$ cat src/gpc_map.svh
`ifndef GPC_MAP_SVH
`define GPC_MAP_SVH
// ------------------------------------------------------------
// Register indices (byte address is four times the index)
// ------------------------------------------------------------
`define GPC_IDX_P21 8'h2c
`define GPC_IDX_P22 8'h2d
`define GPC_IDX_P23 8'h2e
`define GPC_IDX_P24 8'h2f
`define GPC_IDX_P25 8'h30
`define GPC_IDX_P26 8'h31
`define GPC_IDX_P27 8'h32
`define GPC_IDX_P30 8'h33
`define GPC_IDX_P31 8'h34
`define GPC_IDX_DOUT 8'h40
`define GPC_IDX_PINS 8'h41
`define GPC_IDX_STAT 8'h42
`define GPC_IDX_MASK 8'h43
// ------------------------------------------------------------
// Pin slots, in register order
// ------------------------------------------------------------
`define GPC_NPIN 9
`define GPC_NEV 2
`define GPC_S21 0
`define GPC_S22 1
`define GPC_S23 2
`define GPC_S24 3
`define GPC_S25 4
`define GPC_S26 5
`define GPC_S27 6
`define GPC_S30 7
`define GPC_S31 8
// ------------------------------------------------------------
// Config fields, reset value and writable masks
// ------------------------------------------------------------
`define GPC_B_DIR 0
`define GPC_B_POL 1
`define GPC_B_ALT 2
`define GPC_B_FNHI 3
`define GPC_B_OD 7
`define GPC_CFG_RST 8'h01
`define GPC_WM_FN2 8'h8f
`define GPC_WM_FN1 8'h87
`define GPC_WM_NONE 8'h83
`endif

$ cat src/gpc_pkg.sv
package gpc_pkg;
   // ------------------------------------------------------------
   // Two-bit function select codes
   // ------------------------------------------------------------
   typedef enum logic [1:0] {
      fn_gpio = 2'b00,   // Plain GPIO
      fn_kbc = 2'b01,    // Keyboard controller port bit
      fn_edge = 2'b10,   // Either-edge interrupt input
      fn_extra = 2'b11   // Reserved on 2.1, motor select on 2.2
   } gpc_fn_type;
endpackage : gpc_pkg

$ cat src/gpc_pin_cell.sv
`timescale 1ns/1ps
`include "gpc_map.svh"
// One pad: direction, polarity and driver type around one pin
module gpc_pin_cell (
   // Configuration byte of this pin
   input wire logic [7:0] cfg_i,
   // Value to drive: alternate source or software data
   input wire logic alt_en_i,
   input wire logic alt_val_i,
   input wire logic gpio_val_i,
   // Pad
   input wire logic pin_i,
   output logic pin_o,
   output logic pin_oe_o,
   // Pin level after polarity, as seen by the core
   output logic val_o
);
   // ------------------------------------------------------------
   // Decode
   // ------------------------------------------------------------
   wire logic is_in = cfg_i[`GPC_B_DIR];     // Input when set
   wire logic inv = cfg_i[`GPC_B_POL];       // Invert both ways
   wire logic od = cfg_i[`GPC_B_OD];         // Open drain
   wire logic src = alt_en_i ? alt_val_i : gpio_val_i;
   wire logic drv = src ^ inv;
   // ------------------------------------------------------------
   // Driver: open drain only ever pulls low, so a high level is
   // left to the board pull-up
   // ------------------------------------------------------------
   assign pin_o = od ? 1'b0 : drv;
   assign pin_oe_o = !is_in && (od ? !drv : 1'b1);
   assign val_o = pin_i ^ inv;
endmodule : gpc_pin_cell

$ cat src/gpc_port_cfg.sv
// The Wishbone register port was left to the implementer.
`timescale 1ns/1ps
`include "gpc_map.svh"
// ------------------------------------------------------------
// ------------------------------------------------------------
module gpc_port_cfg #(
   parameter int ADR_W = 10
) (
   // Clock and reset
   input wire logic clk_i,
   input wire logic rst_i,
   // Wishbone slave
   input wire logic wb_cyc_i,
   input wire logic wb_stb_i,
   input wire logic wb_we_i,
   input wire logic [ADR_W-1:0] wb_adr_i,
   input wire logic [3:0] wb_sel_i,
   input wire logic [31:0] wb_dat_i,
   output logic [31:0] wb_dat_o,
   output logic wb_ack_o,
   // Pads, slot order 2.1 .. 2.7, 3.0, 3.1
   input wire logic [`GPC_NPIN-1:0] pin_i,
   output logic [`GPC_NPIN-1:0] pin_o,
   output logic [`GPC_NPIN-1:0] pin_oe_o,
   // Keyboard controller port bits
   input wire logic kbc_port_bit6_i,
   input wire logic kbc_port_bit2_i,
   input wire logic kbc_port_bit7_i,
   output logic kbc_port_bit6_o,
   output logic kbc_port_bit2_o,
   output logic kbc_port_bit7_o,
   // Other alternate sources and sinks
   input wire logic floppy_motor_select_1_i,
   input wire logic system_mgmt_interrupt_out_i,
   input wire logic ext_bus_chip_select_2_i,
   input wire logic ext_bus_chip_select_3_i,
   output logic irq_input_d_o,
   // Interrupt
   output logic irq_o
);
   // ------------------------------------------------------------
   // Helpers
   // ------------------------------------------------------------
   // Writable bits of each slot; everything else stays zero
   function automatic logic [7:0] wmask(input int s);
      if (s == `GPC_S21 || s == `GPC_S22) begin
         wmask = `GPC_WM_FN2;
      end else if (s == `GPC_S26) begin
         wmask = `GPC_WM_NONE;
      end else begin
         wmask = `GPC_WM_FN1;
      end
   endfunction : wmask

   // Two-bit function field of a config byte
   function automatic gpc_pkg::gpc_fn_type fn2(input logic [7:0] c);
      fn2 = gpc_pkg::gpc_fn_type'(c[`GPC_B_FNHI:`GPC_B_ALT]);
   endfunction : fn2

   // ------------------------------------------------------------
   // Storage
   // ------------------------------------------------------------
   logic [7:0] cfg_q [`GPC_NPIN];          // Pin configuration
   logic [`GPC_NPIN-1:0] dout_q;           // Software output data
   logic [`GPC_NEV-1:0] stat_q;            // Sticky edge events
   logic [`GPC_NEV-1:0] mask_q;            // Event enables
   logic [`GPC_NEV-1:0] prev_q;            // Last edge-pin level
   logic ack_q;
   logic [31:0] dat_q;
   logic kb6_q, kb2_q, kb7_q, irqd_q;      // Registered sinks

   // ------------------------------------------------------------
   // Bus decode
   // ------------------------------------------------------------
   wire logic [7:0] idx = wb_adr_i[9:2];
   wire logic req = wb_cyc_i && wb_stb_i;
   // Writes land on the edge at which the master sees ack
   wire logic wr_en = req && wb_we_i && ack_q && wb_sel_i[0];
   wire logic [7:0] slot_off = idx - `GPC_IDX_P21;
   wire logic hit_cfg = (idx >= `GPC_IDX_P21) && (idx <= `GPC_IDX_P31);
   wire logic [7:0] wdat = wb_dat_i[7:0];
   wire logic [`GPC_NEV-1:0] w1c =
      (wr_en && idx == `GPC_IDX_STAT) ? wdat[`GPC_NEV-1:0] : '0;

   // ------------------------------------------------------------
   // Function decode per slot
   // ------------------------------------------------------------
   wire gpc_pkg::gpc_fn_type f21 = fn2(cfg_q[`GPC_S21]);
   wire gpc_pkg::gpc_fn_type f22 = fn2(cfg_q[`GPC_S22]);
   wire logic a23 = cfg_q[`GPC_S23][`GPC_B_ALT];
   wire logic a24 = cfg_q[`GPC_S24][`GPC_B_ALT];
   wire logic a25 = cfg_q[`GPC_S25][`GPC_B_ALT];
   wire logic a27 = cfg_q[`GPC_S27][`GPC_B_ALT];
   wire logic a30 = cfg_q[`GPC_S30][`GPC_B_ALT];
   wire logic a31 = cfg_q[`GPC_S31][`GPC_B_ALT];
   // Code 11 on pin 2.1 falls back to plain GPIO
   wire logic kb6_sel = (f21 == gpc_pkg::fn_kbc);
   wire logic kb2a_sel = (f22 == gpc_pkg::fn_kbc);
   wire logic mot_sel = (f22 == gpc_pkg::fn_extra);
   wire logic [`GPC_NEV-1:0] edge_sel = {
      f22 == gpc_pkg::fn_edge, f21 == gpc_pkg::fn_edge};

   // ------------------------------------------------------------
   // Alternate drive per slot (input-only functions drive GPIO data)
   // ------------------------------------------------------------
   logic [`GPC_NPIN-1:0] alt_en;
   logic [`GPC_NPIN-1:0] alt_val;
   logic [`GPC_NPIN-1:0] val;
   assign alt_en = {a31, a30, a27, 1'b0, a25, a24, 1'b0,
                    kb2a_sel || mot_sel, kb6_sel};
   assign alt_val = {ext_bus_chip_select_3_i,
                     ext_bus_chip_select_2_i,
                     system_mgmt_interrupt_out_i,
                     1'b0,
                     kbc_port_bit2_i,
                     kbc_port_bit7_i,
                     1'b0,
                     mot_sel ? floppy_motor_select_1_i
                             : kbc_port_bit2_i,
                     kbc_port_bit6_i};

   // ------------------------------------------------------------
   // Pads
   // ------------------------------------------------------------
   for (genvar s = 0; s < `GPC_NPIN; s++) begin : g_pin
      gpc_pin_cell u_cell (
         .cfg_i(cfg_q[s]),
         .alt_en_i(alt_en[s]),
         .alt_val_i(alt_val[s]),
         .gpio_val_i(dout_q[s]),
         .pin_i(pin_i[s]),
         .pin_o(pin_o[s]),
         .pin_oe_o(pin_oe_o[s]),
         .val_o(val[s])
      );
   end

   // ------------------------------------------------------------
   // Events: any change of an edge pin, either direction
   // ------------------------------------------------------------
   wire logic [`GPC_NEV-1:0] ev = edge_sel &
      (val[`GPC_NEV-1:0] ^ prev_q);
   // A new event wins over a clear in the same cycle
   wire logic [`GPC_NEV-1:0] stat_d = (stat_q & ~w1c) | ev;

   // ------------------------------------------------------------
   // Read mux
   // ------------------------------------------------------------
   logic [7:0] rd;
   always_comb begin
      rd = 8'h00;                        // Unmapped reads as zero
      if (hit_cfg) begin
         rd = cfg_q[slot_off[3:0]];
      end else if (idx == `GPC_IDX_DOUT) begin
         rd = dout_q[7:0];
      end else if (idx == `GPC_IDX_PINS) begin
         rd = val[7:0];
      end else if (idx == `GPC_IDX_STAT) begin
         rd = {6'h00, stat_q};
      end else if (idx == `GPC_IDX_MASK) begin
         rd = {6'h00, mask_q};
      end
   end

   // ------------------------------------------------------------
   // Bus handshake: ack one cycle after request, dropped next
   // ------------------------------------------------------------
   always_ff @(posedge clk_i) begin
      if (rst_i) begin
         ack_q <= 1'b0;
         dat_q <= 32'h0000_0000;
      end else begin
         ack_q <= req && !ack_q;
         if (req && !ack_q) begin
            dat_q <= {24'h00_0000, rd};
         end
      end
   end

   // ------------------------------------------------------------
   // Configuration registers; reserved bits never store
   // ------------------------------------------------------------
   always_ff @(posedge clk_i) begin
      for (int s = 0; s < `GPC_NPIN; s++) begin
         if (rst_i) begin
            cfg_q[s] <= `GPC_CFG_RST;
         end else if (wr_en && hit_cfg && slot_off == 8'(s)) begin
            cfg_q[s] <= wdat & wmask(s);
         end
      end
   end

   // ------------------------------------------------------------
   // Data, event and mask registers
   // ------------------------------------------------------------
   always_ff @(posedge clk_i) begin
      if (rst_i) begin
         dout_q <= '0;
         stat_q <= '0;
         mask_q <= '0;
         prev_q <= '0;
      end else begin
         stat_q <= stat_d;
         prev_q <= val[`GPC_NEV-1:0];
         if (wr_en && idx == `GPC_IDX_DOUT) begin
            dout_q <= {dout_q[8], wdat};
         end
         if (wr_en && idx == `GPC_IDX_MASK) begin
            mask_q <= wdat[`GPC_NEV-1:0];
         end
      end
   end

   // ------------------------------------------------------------
   // Registered sinks toward the core; kbc bits idle high, irq input D idles low when not routed
   // ------------------------------------------------------------
   always_ff @(posedge clk_i) begin
      if (rst_i) begin
         kb6_q <= 1'b1;
         kb2_q <= 1'b1;
         kb7_q <= 1'b1;
         irqd_q <= 1'b0;
      end else begin
         kb6_q <= kb6_sel ? val[`GPC_S21] : 1'b1;
         kb2_q <= kb2a_sel ? val[`GPC_S22] :
                  (a25 ? val[`GPC_S25] : 1'b1);
         kb7_q <= a24 ? val[`GPC_S24] : 1'b1;
         irqd_q <= a23 ? val[`GPC_S23] : 1'b0;
      end
   end

   // ------------------------------------------------------------
   // Outputs
   // ------------------------------------------------------------
   assign wb_ack_o = ack_q;
   assign wb_dat_o = dat_q;
   assign kbc_port_bit6_o = kb6_q;
   assign kbc_port_bit2_o = kb2_q;
   assign kbc_port_bit7_o = kb7_q;
   assign irq_input_d_o = irqd_q;
   assign irq_o = |(stat_q & mask_q);

   // ------------------------------------------------------------
   // Checks
   // ------------------------------------------------------------
   cfg_reset_a: assert property (@(posedge clk_i)
      $fell(rst_i) |-> cfg_q[`GPC_S21] == `GPC_CFG_RST
                       && cfg_q[`GPC_S31] == `GPC_CFG_RST && pin_oe_o == '0)
      else $error("config not at reset value");
   dir_input_a: assert property (@(posedge clk_i) disable iff (rst_i)
      cfg_q[`GPC_S26][`GPC_B_DIR] |-> !pin_oe_o[`GPC_S26])
      else $error("input pin driven");
   push_pull_a: assert property (@(posedge clk_i) disable iff (rst_i)
      (cfg_q[`GPC_S26][`GPC_B_OD] == 1'b0 && !cfg_q[`GPC_S26][`GPC_B_DIR])
      |-> pin_oe_o[`GPC_S26]
          && pin_o[`GPC_S26] == (dout_q[`GPC_S26] ^ cfg_q[`GPC_S26][`GPC_B_POL]))
      else $error("push-pull drive wrong");
   open_drain_a: assert property (@(posedge clk_i) disable iff (rst_i)
      cfg_q[`GPC_S26][`GPC_B_OD] |-> pin_o[`GPC_S26] == 1'b0)
      else $error("open drain drives high");
   edge_flag_a: assert property (@(posedge clk_i) disable iff (rst_i)
      (edge_sel[0] && $changed(val[0]) && !$changed(cfg_q[`GPC_S21]))
      |=> stat_q[0])
      else $error("edge not flagged");
   bus_ack_a: assert property (@(posedge clk_i) disable iff (rst_i)
      (req && !ack_q) |=> wb_ack_o ##1 !wb_ack_o)
      else $error("ack timing wrong");
   rsvd_zero_a: assert property (@(posedge clk_i) disable iff (rst_i)
      (cfg_q[`GPC_S23][6:3] == 4'h0) && (cfg_q[`GPC_S21][6:4] == 3'h0)
      && (cfg_q[`GPC_S26][6:2] == 5'h00))
      else $error("reserved bit stored");
   // A flagged, enabled event keeps the line up until software clears it
   irq_level_a: assert property (@(posedge clk_i) disable iff (rst_i)
      (stat_q[0] && mask_q[0] && !w1c[0] && !(wr_en && idx == `GPC_IDX_MASK))
      |=> irq_o)
      else $error("irq level wrong");
   stat_clear_a: assert property (@(posedge clk_i) disable iff (rst_i)
      (w1c[0] && !ev[0]) |=> !stat_q[0])
      else $error("status not cleared");
   cs2_route_a: assert property (@(posedge clk_i) disable iff (rst_i)
      (a30 && !cfg_q[`GPC_S30][`GPC_B_OD] && !cfg_q[`GPC_S30][`GPC_B_POL])
      |-> pin_o[`GPC_S30] == ext_bus_chip_select_2_i)
      else $error("chip select 2 not routed");
   irqd_route_a: assert property (@(posedge clk_i) disable iff (rst_i)
      a23 ##1 a23 |-> irq_input_d_o == $past(val[`GPC_S23]))
      else $error("irq input D not routed");
endmodule : gpc_port_cfg

$ cat config.mk
export PLATFORM = sky130hd
export DESIGN_NAME = gpc_port_cfg
export DESIGN_NICKNAME = d
export VERILOG_FILES = /design/src/gpc_pkg.sv /design/src/gpc_pin_cell.sv /design/src/gpc_port_cfg.sv
export VERILOG_INCLUDE_DIRS = /design/src
export SDC_FILE = /design/constraint.sdc
export NUM_CORES = 1
export LEC_CHECK = 0
export BUFFER_PORTS_ARGS = -buffer_cell sky130_fd_sc_hd__buf_4
export CAP_MARGIN = 20
export CORE_ASPECT_RATIO = 0.6
export CORE_UTILIZATION = 40
export DETAILED_ROUTE_END_ITERATION = 8
export PLACE_DENSITY = 0.65
export RECOVER_POWER = 25
export SETUP_SLACK_MARGIN = 0.15
export SYNTH_ARGS = -nofsm -noshare
export SYNTH_HDL_FRONTEND = slang
export SYNTH_SLANG_ARGS = --single-unit
$ cat constraint.sdc
create_clock -name clk_i -period 5.28 [get_ports clk_i]
set_input_delay 0.792 -clock clk_i [delete_from_list [all_inputs] [get_ports clk_i]]
set_output_delay 0.792 -clock clk_i [all_outputs]
set_load 0.02 [all_outputs]
==> results of run 1 <==
==> stage by stage <==
step	total power, mW	setup WS [ns]	instance area, um^2	instances	utilization [%]
2_1_floorplan	0.669	2.63	3940	419	-
3_3_place_gp	0.704	2.00	4210	559	45.5
3_5_place_dp	0.705	1.93	4210	559	45.5
4_1_cts	1.22	2.29	4460	575	48.2
5_1_grt	1.25	1.91	4380	575	47.3
6_report	1.21	2.05	4380	575	47.3
==> registers in the layout (all words and copies together) (netlist names), 2 cells and up <==
signal	cells
prev_q	2
wb_dat_o	8
mask_q	2
stat_q	2
dout_q	8
cfg_q	37
==> power by group through the flow <==
stage | clock network [mW] | logic [mW] | registers, mW
finish | 0.520 | 0.145 | 0.549
global route | 0.543 | 0.156 | 0.550
CTS | 0.526 | 0.147 | 0.549
detailed placement | 0 | 0.147 | 0.559
global placement | 0 | 0.146 | 0.558
floorplan | 0 | 0.112 | 0.557
==> worst max-delay path by stage <==
stage / start / endpoint / slack (ns) / depth (start not counted)
after floorplan: wb_adr_i[4] / cfg_q[4][0] / 2.63 / 6
after global placement: wb_adr_i[2] / cfg_q[4][1] / 2.00 / 7
after detailed placement: wb_adr_i[2] / cfg_q[4][1] / 1.93 / 7
after CTS: wb_adr_i[2] / cfg_q[4][0] / 2.29 / 7
after global routing: wb_adr_i[4] / cfg_q[4][0] / 1.91 / 8
final: wb_adr_i[4] / cfg_q[4][7] / 2.05 / 8
==> placed cells by master, fill, tap and decap left out, types with 8 or more instances in the layout <==
cell / instances
xnor2_1: 9
buf_4: 46
conb_1: 24
mux2i_1: 21
inv_1: 8
nand3_1: 15
dfxtp_1: 27
nand2_1: 26
xor2_1: 10
clkbuf_1: 28
o21ai_0: 8
clkbuf_16: 9
nand2b_1: 8
nor2_1: 69
a21oi_1: 14
edfxtp_1: 37
nor2b_1: 14
==> cells by family after synthesis <==
kind of cell               count (synthesis)  synth area share [%]
buffers and inverters                     67                  11.4
and+or+nand+nor                          160                  20.6
other                                      1                0.0974
xor gates and xnor gates                  19                  4.32
AOI/OAI and AO/OA                         50                  9.59
muxes                                     31                  9.84
adders and majority gates                  4                  1.30
DFF                                       64                  42.9
==> Yosys cell counts (all sizes together) (3+ instances only) <==
master,number
a2111oi,4
a21oi,14
a22oi,3
and2,5
buf,51
clkbuf,8
dfxtp,27
edfxtp,37
ha,4
inv,8
mux2,5
mux2i,21
mux4,5
nand2,29
nand2b,8
nand3,15
nand3b,4
nor2,70
nor2b,14
nor3,3
o2111ai,3
o21ai,8
o41ai,3
xnor2,9
xor2,10
==> tightest hold or removal path, stage by stage, from the launching register on <==
cell and delay (ns):
dfxtp_1 0.31, nand2_1 0.05, a21oi_1 0.05
==> layout make-up <==
class	count	share of cell area, %
clock buffers	14	5.57
clock inverters	2	0.229
inverters	8	0.686
multi-input cells	288	42.2
flip-flops and latches	64	37.7
well taps	130	3.72
repair buffers	69	9.86
==> layer usage <==
layer,vias up,global-route usage [%]
met5,-,0
met4,0,7.88
met3,16,7.24
met2,142,27.7
met1,1431,32.3
li1,1407,-
==> out/qor.txt, run 1 <==
Status = complete, no violations
Min Tclk post-route = 3.23 ns
Net Sw Frac = 25.3%
DIE WIDTH = 129 um
WL/cell = 17.8 um
Cell Pwr Density = 277 nW/um^2
Global-route wire length before repair = 15.4 mm
Area leader, netlist = edfxtp_1
Critical path cell sequence = clkbuf_1, ha_1, nor2_1, or3_4, a2111oi_4, buf_4, nand2_1, o31ai_1
DR WL met2 = 4.01 mm
Multi-input gate area = 1850 um^2
GRT Residual Overflow = 0
Standard-cell row count = 27
Top FF cell, synth = edfxtp_1
Insertion delay to the later sink of the worst-skew pair = 0.34 ns
Post-cts sizing count = 0
Setup Skew = 0.00741 ns
Top sig layer = met4
P_int = 907 uW
Hold Path Depth = 2
Delay-heaviest family, CP = compound AO/OA/AOI/OAI gates
Critical Setup Path Class = in -> reg
Seq pwr share = 45.2%
Avg Vias per Cell = 5.21
M1 WL = 5.07 mm
Worst hold path class = reg -> reg
Met3 wire len = 978 um
Relative slew margins = 3.57%
Dpl hpwl = 7.57 mm
Seq. cell area = 1650 um^2
Initial antenna violation count = 0
H-tree depth = 3
Syn_area_per_cell = 9.73 um^2
Die area = 10,000 um^2
Post-CTS Setup Bufs = 0
TritonCTS clock tree = done
Crit start category = primary input
Synth async-reset ratio = 0%
Worst Path Buf+Inv = 2
Post-synth EDFFs = 37
Worst-Margin Slew = 1.45 ns
DR pass1 iterations = 5
Max incr delay on CP = 0.56 ns
Combinational share of power = 11.9%
N_diodes = 0
Nets = 511
Pin count of the biggest net entering global routing = 40
Via count of the first global-routing pass = 2,756
Yosys warning count = 0
Hold buffer count at cts = 0
Worst-path maximum fanout = 12
Clk pwr share = 42.8%
Max clock buf depth = 2
CP required = 5.25 ns
Fin. Hold Viols = 0
Fin. max-slew vios = 0
DRC errors left = 0
Cells after Synth = 396
Gr usage total = 21.5%
# setup viols final = 0
Synth-to-layout area growth = 13.7%
Yosys top cell area share = 28.8%
P_sw = 307 uW
Clk slew on worst S/H paths = 0.05 ns
RSZ-0062 raised after global routing = no
Crit share post-route = 61.2%
Starting Density = 41.6%
Via count = 2,996
CTS root buffer = clkbuf_16
Syn Std Cell Area = 3850 um^2
TritonCTS Sinks = 64
Worst reg2reg startpoint = wb_ack_o
Final GP Congestion = 0.871
Hold path startpoint = wb_dat_o[5]
Fraction of layout cells with a size suffix above 1 = 17.3%
Sequential share of the synthesized area = 42.9%
Worst Hold End = wb_dat_o[5]
# port buffers = 68
Max-cap viol count = 0
Boundary pin count = 123
Max Clk Rate = 0.309 GHz
Die Height = 78.0 um
Worst VDD drop = 0.159 mV
Capture point of the worst reg-to-reg path = cfg_q[4][7]
WHS = 0.459 ns
Worst path slowest cell = o31ai_1
P_leak = 1.62 nW
Synth top area cells = edfxtp_1, dfxtp_1, buf_4, nor2_1, mux2i_1
Filler instances = 930
Worst reg2reg path depth = 6
Core box area = 9260 um^2
Crit end category = flip-flop
Cts bufs inserted = 9
DRT Wirelength = 10.2 mm
Critical Path AT = 3.20 ns
Register-to-register setup slack = 2.95 ns
Final ANT Viol Nets = 0
Final setup TNS = 0 ns
Distinct cells, synth = 54
Iter 0 DRT Violations = 291
Register bit count reported by yosys = 64
No activity file was read; power rests on OpenSTA's default activity.
==> inputs of run 2 (changes only) <==
--- a/config.mk
+++ b/config.mk
@@ -6,12 +6,12 @@
 export SDC_FILE = /design/constraint.sdc
 export NUM_CORES = 1
 export LEC_CHECK = 0
+export ABC_AREA = 1
 export BUFFER_PORTS_ARGS = -buffer_cell sky130_fd_sc_hd__buf_4
 export CAP_MARGIN = 20
 export CORE_ASPECT_RATIO = 0.6
 export CORE_UTILIZATION = 40
 export DETAILED_ROUTE_END_ITERATION = 8
-export PLACE_DENSITY = 0.65
 export RECOVER_POWER = 25
 export SETUP_SLACK_MARGIN = 0.15
 export SYNTH_ARGS = -nofsm -noshare
==> constraint.sdc (replaced) <==
create_clock -name clk_i -period 3 [get_ports clk_i]
set_input_delay 0.45 -clock clk_i [delete_from_list [all_inputs] [get_ports clk_i]]
set_output_delay 0.45 -clock clk_i [all_outputs]
set_load 0.02 [all_outputs]
==> out/qor.txt, run 2 <==
Via count of the first global-routing pass = 3,233 (+17%)
TritonCTS clock tree = done
Flip-flop count of the largest register after layout = 37 (unchanged)
Final GP Congestion = 0.892 (+2.4%)
DRC errors left = 0 (unchanged)
Yosys top cell area share = 27.8% (-1.1 points)
Multi-input gate area = 1810 um^2 (-2.0%)
DIE WIDTH = 131 um (+1.9%)
Pin count of the biggest net entering global routing = 28 (-30%)
Cts bufs inserted = 9 (unchanged)
P_int = 1.66 mW (+83%)
Fraction of layout cells with a size suffix above 1 = 14.2% (-3.1 points)
N_diodes = 0 (unchanged)
Hold buffer count at cts = 0 (unchanged)
Commonest cells post-synth = nand2_1, nor2_1, inv_1
Dpl hpwl = 8.52 mm (+13%)
Net Sw Frac = 25.3% (+0.059 points)
Post-CTS Setup Bufs = 0 (unchanged)
Iter 0 DRT Violations = 253 (-13%)
Syn_area_per_cell = 7.56 um^2 (-22%)
Max clock buf depth = 2 (unchanged)
Top FF cell, synth = edfxtp_1
Distinct cells, synth = 35 (-35%)
Synth-to-layout area growth = 15.1%
Worst VDD drop = 0.259 mV (+63%)
Min Tclk post-route = 2.22 ns
Largest reg by FF count = cfg_q
Max-cap viol count = 0 (unchanged)
Crit share post-route = 74.1%
Critical Path AT = 2.19 ns (-1.01 ns)
Area leader, netlist = edfxtp_1
Final setup TNS = 0 ns (unchanged)
Initial antenna violation count = 0 (unchanged)
Via count = 3,502 (+17%)
Worst-path maximum fanout = 8 (-4)
TritonCTS Sinks = 64 (unchanged)
Status = complete, no violations
Nets = 651 (+27%)
DRT Wirelength = 11.0 mm (+7.6%)
Standard-cell row count = 27 (unchanged)
Met2 usage = 31.5% (+3.8 points)
CTS root buffer = clkbuf_16
Top Usage Layer GRT = met2
Core box area = 9430 um^2 (+1.8%)
Gr usage total = 22.2% (+0.63 points)
Fin. max-slew vios = 0 (unchanged)
Clk slew on worst S/H paths = 0.05 ns (about the same)
Cells after Synth = 529 (+34%)
Starting Density = 42.4% (+0.82 points)
Critical Setup Path Class = in -> reg
P_sw = 563 uW (+83%)
Syn Std Cell Area = 4000 um^2 (+3.8%)
Boundary pin count = 123 (unchanged)
Synth top area cells = edfxtp_1, dfxtp_1, nand2_1, buf_4, nor2_1
Crit end category = flip-flop
Post-synth EDFFs = 37 (unchanged)
Cell Pwr Density = 483 nW/um^2 (+74%)
Max Clk Rate = 0.450 GHz
Grt met1 use = 31.4% (-0.91 points)
RSZ-0062 raised after global routing = no
Count leader, synth = nand2_1
Seq pwr share = 43.4% (-1.8 points)
DR pass1 iterations = 5 (unchanged)
P_leak = 2.05 nW (+27%)
Met3 usage = 6.64% (-0.61 points)
Worst hold path class = in -> reg
Die Height = 79.5 um (+1.9%)
Worst-Margin Slew = 0.788 ns (-0.659 ns)
Setup Skew = 0.00400 ns (-0.00341 ns)
Register bit count reported by yosys = 64 (unchanged)
Global-route wire length before repair = 16.6 mm (+7.8%)
WL/cell = 15.4 um (-13%)
Most common cell after layout, fill and taps aside = nand2_1
Commonest non-fill, non-tap cells in the layout = nand2_1, nor2_1, inv_1, buf_4, edfxtp_1
Avg Vias per Cell = 4.90 (-6.0%)
Yosys warning count = 0 (unchanged)
Sequential share of the synthesized area = 41.3% (-1.6 points)
WHS = 0.364 ns (-0.0952 ns)
Clk pwr share = 44.3% (+1.5 points)
# setup viols final = 0 (unchanged)
Final ANT Viol Nets = 0 (unchanged)
CP required = 2.97 ns (-2.28 ns)
Filler instances = 967 (+4.0%)
H-tree depth = 3 (unchanged)
Fin. Hold Viols = 0 (unchanged)
Post-cts sizing count = 0 (unchanged)
Synth async-reset ratio = 0% (unchanged)
GRT Residual Overflow = 0 (unchanged)
Die area = 10,400 um^2 (+3.8%)
Insertion delay to the later sink of the worst-skew pair = 0.33 ns (about the same)
Combinational share of power = 12.3% (+0.4 points)
Seq. cell area = 1650 um^2 (unchanged)
# port buffers = 68 (unchanged)
Crit start category = primary input
Relative slew margins = 47.4% (+44 points)
==> run 2: changes by cell type after synthesis, sizes merged, moves of 6 or more <==
cell	change
nand2	+92
inv	+52
o21ai	+26
mux2i	-19
nand3	+18
nor2	+17
nor2b	-14
nand4	+9
a21oi	+8
nand2b	-8
o21bai	+6
==> run 2: cell families after synthesis <==
family,Yosys count,share of synthesized area [%]
AND/OR/NAND/NOR,258,28.8
buffers and inverters,116,15.3
AO/OA/AOI/OAI,67,9.01
flip-flops,64,41.3
XOR/XNOR,17,3.72
adder cells (fa/ha/maj),4,1.25
multiplexers,2,0.501
other,1,0.0938
==> run 2: path summary, 6_finish.rpt <==
| path | to | slack [ns] | cells past startpoint | from |
|---|---|---|---|---|
| setup / recovery | cfg_q[6][1] | 0.78 | 5 | wb_adr_i[3] |
| hold / removal | dout_q[5] | 0.36 | 3 | wb_dat_i[5] |
| setup reg to reg | cfg_q[6][1] | 0.81 | 6 | wb_ack_o |
| hold reg to reg | wb_dat_o[3] | 0.47 | 2 | wb_dat_o[3] |
==> run 2: power groups by stage <==
| stage | combinational, mW | sequential (mW) | clock, mW |
|---|---|---|---|
| 4_1_cts | 0.279 | 0.964 | 1.00 |
| 6_report | 0.273 | 0.964 | 0.985 |
| 3_5_place_dp | 0.278 | 0.982 | 0 |
| 3_3_place_gp | 0.274 | 0.981 | 0 |
| 5_1_grt | 0.300 | 0.966 | 1.04 |
| 2_1_floorplan | 0.203 | 0.982 | 0 |
==> run 2: metal layers <==
layer	vias up	wire length (um)
met3	17	839
met4	0	175
li1	1740	-
met5	-	0
met1	1611	5420
met2	134	4560
==> run 2: critical path, stage by stage <==
cell and delay, ns:
clkbuf_1 0.41, inv_2 0.17, nor2_1 0.38, nand2_1 0.25, o21ai_0 0.52
==> run 2: area by class of cell <==
| type | instances | share of cell area, % |
|---|---|---|
| sequential | 64 | 35.9 |
| tap | 130 | 3.53 |
| multi-input combinational | 372 | 39.4 |
| inverter | 62 | 5.06 |
| clock inverter | 3 | 0.299 |
| timing repair buffer | 71 | 9.95 |
| clock buffer | 13 | 5.90 |
==> run 2: per-stage QoR <==
step                utilization [%]  setup slack (ns)  power [mW]  cells  area (um^2)
floorplan                         -              1.06        1.18    552         4090
global placement               46.7             0.667        1.26    699         4400
detailed placement             46.7             0.621        1.26    699         4400
CTS                            49.7             0.808        2.25    715         4690
global route                   48.8             0.658        2.31    715         4600
finish                         48.8             0.778        2.22    715         4600
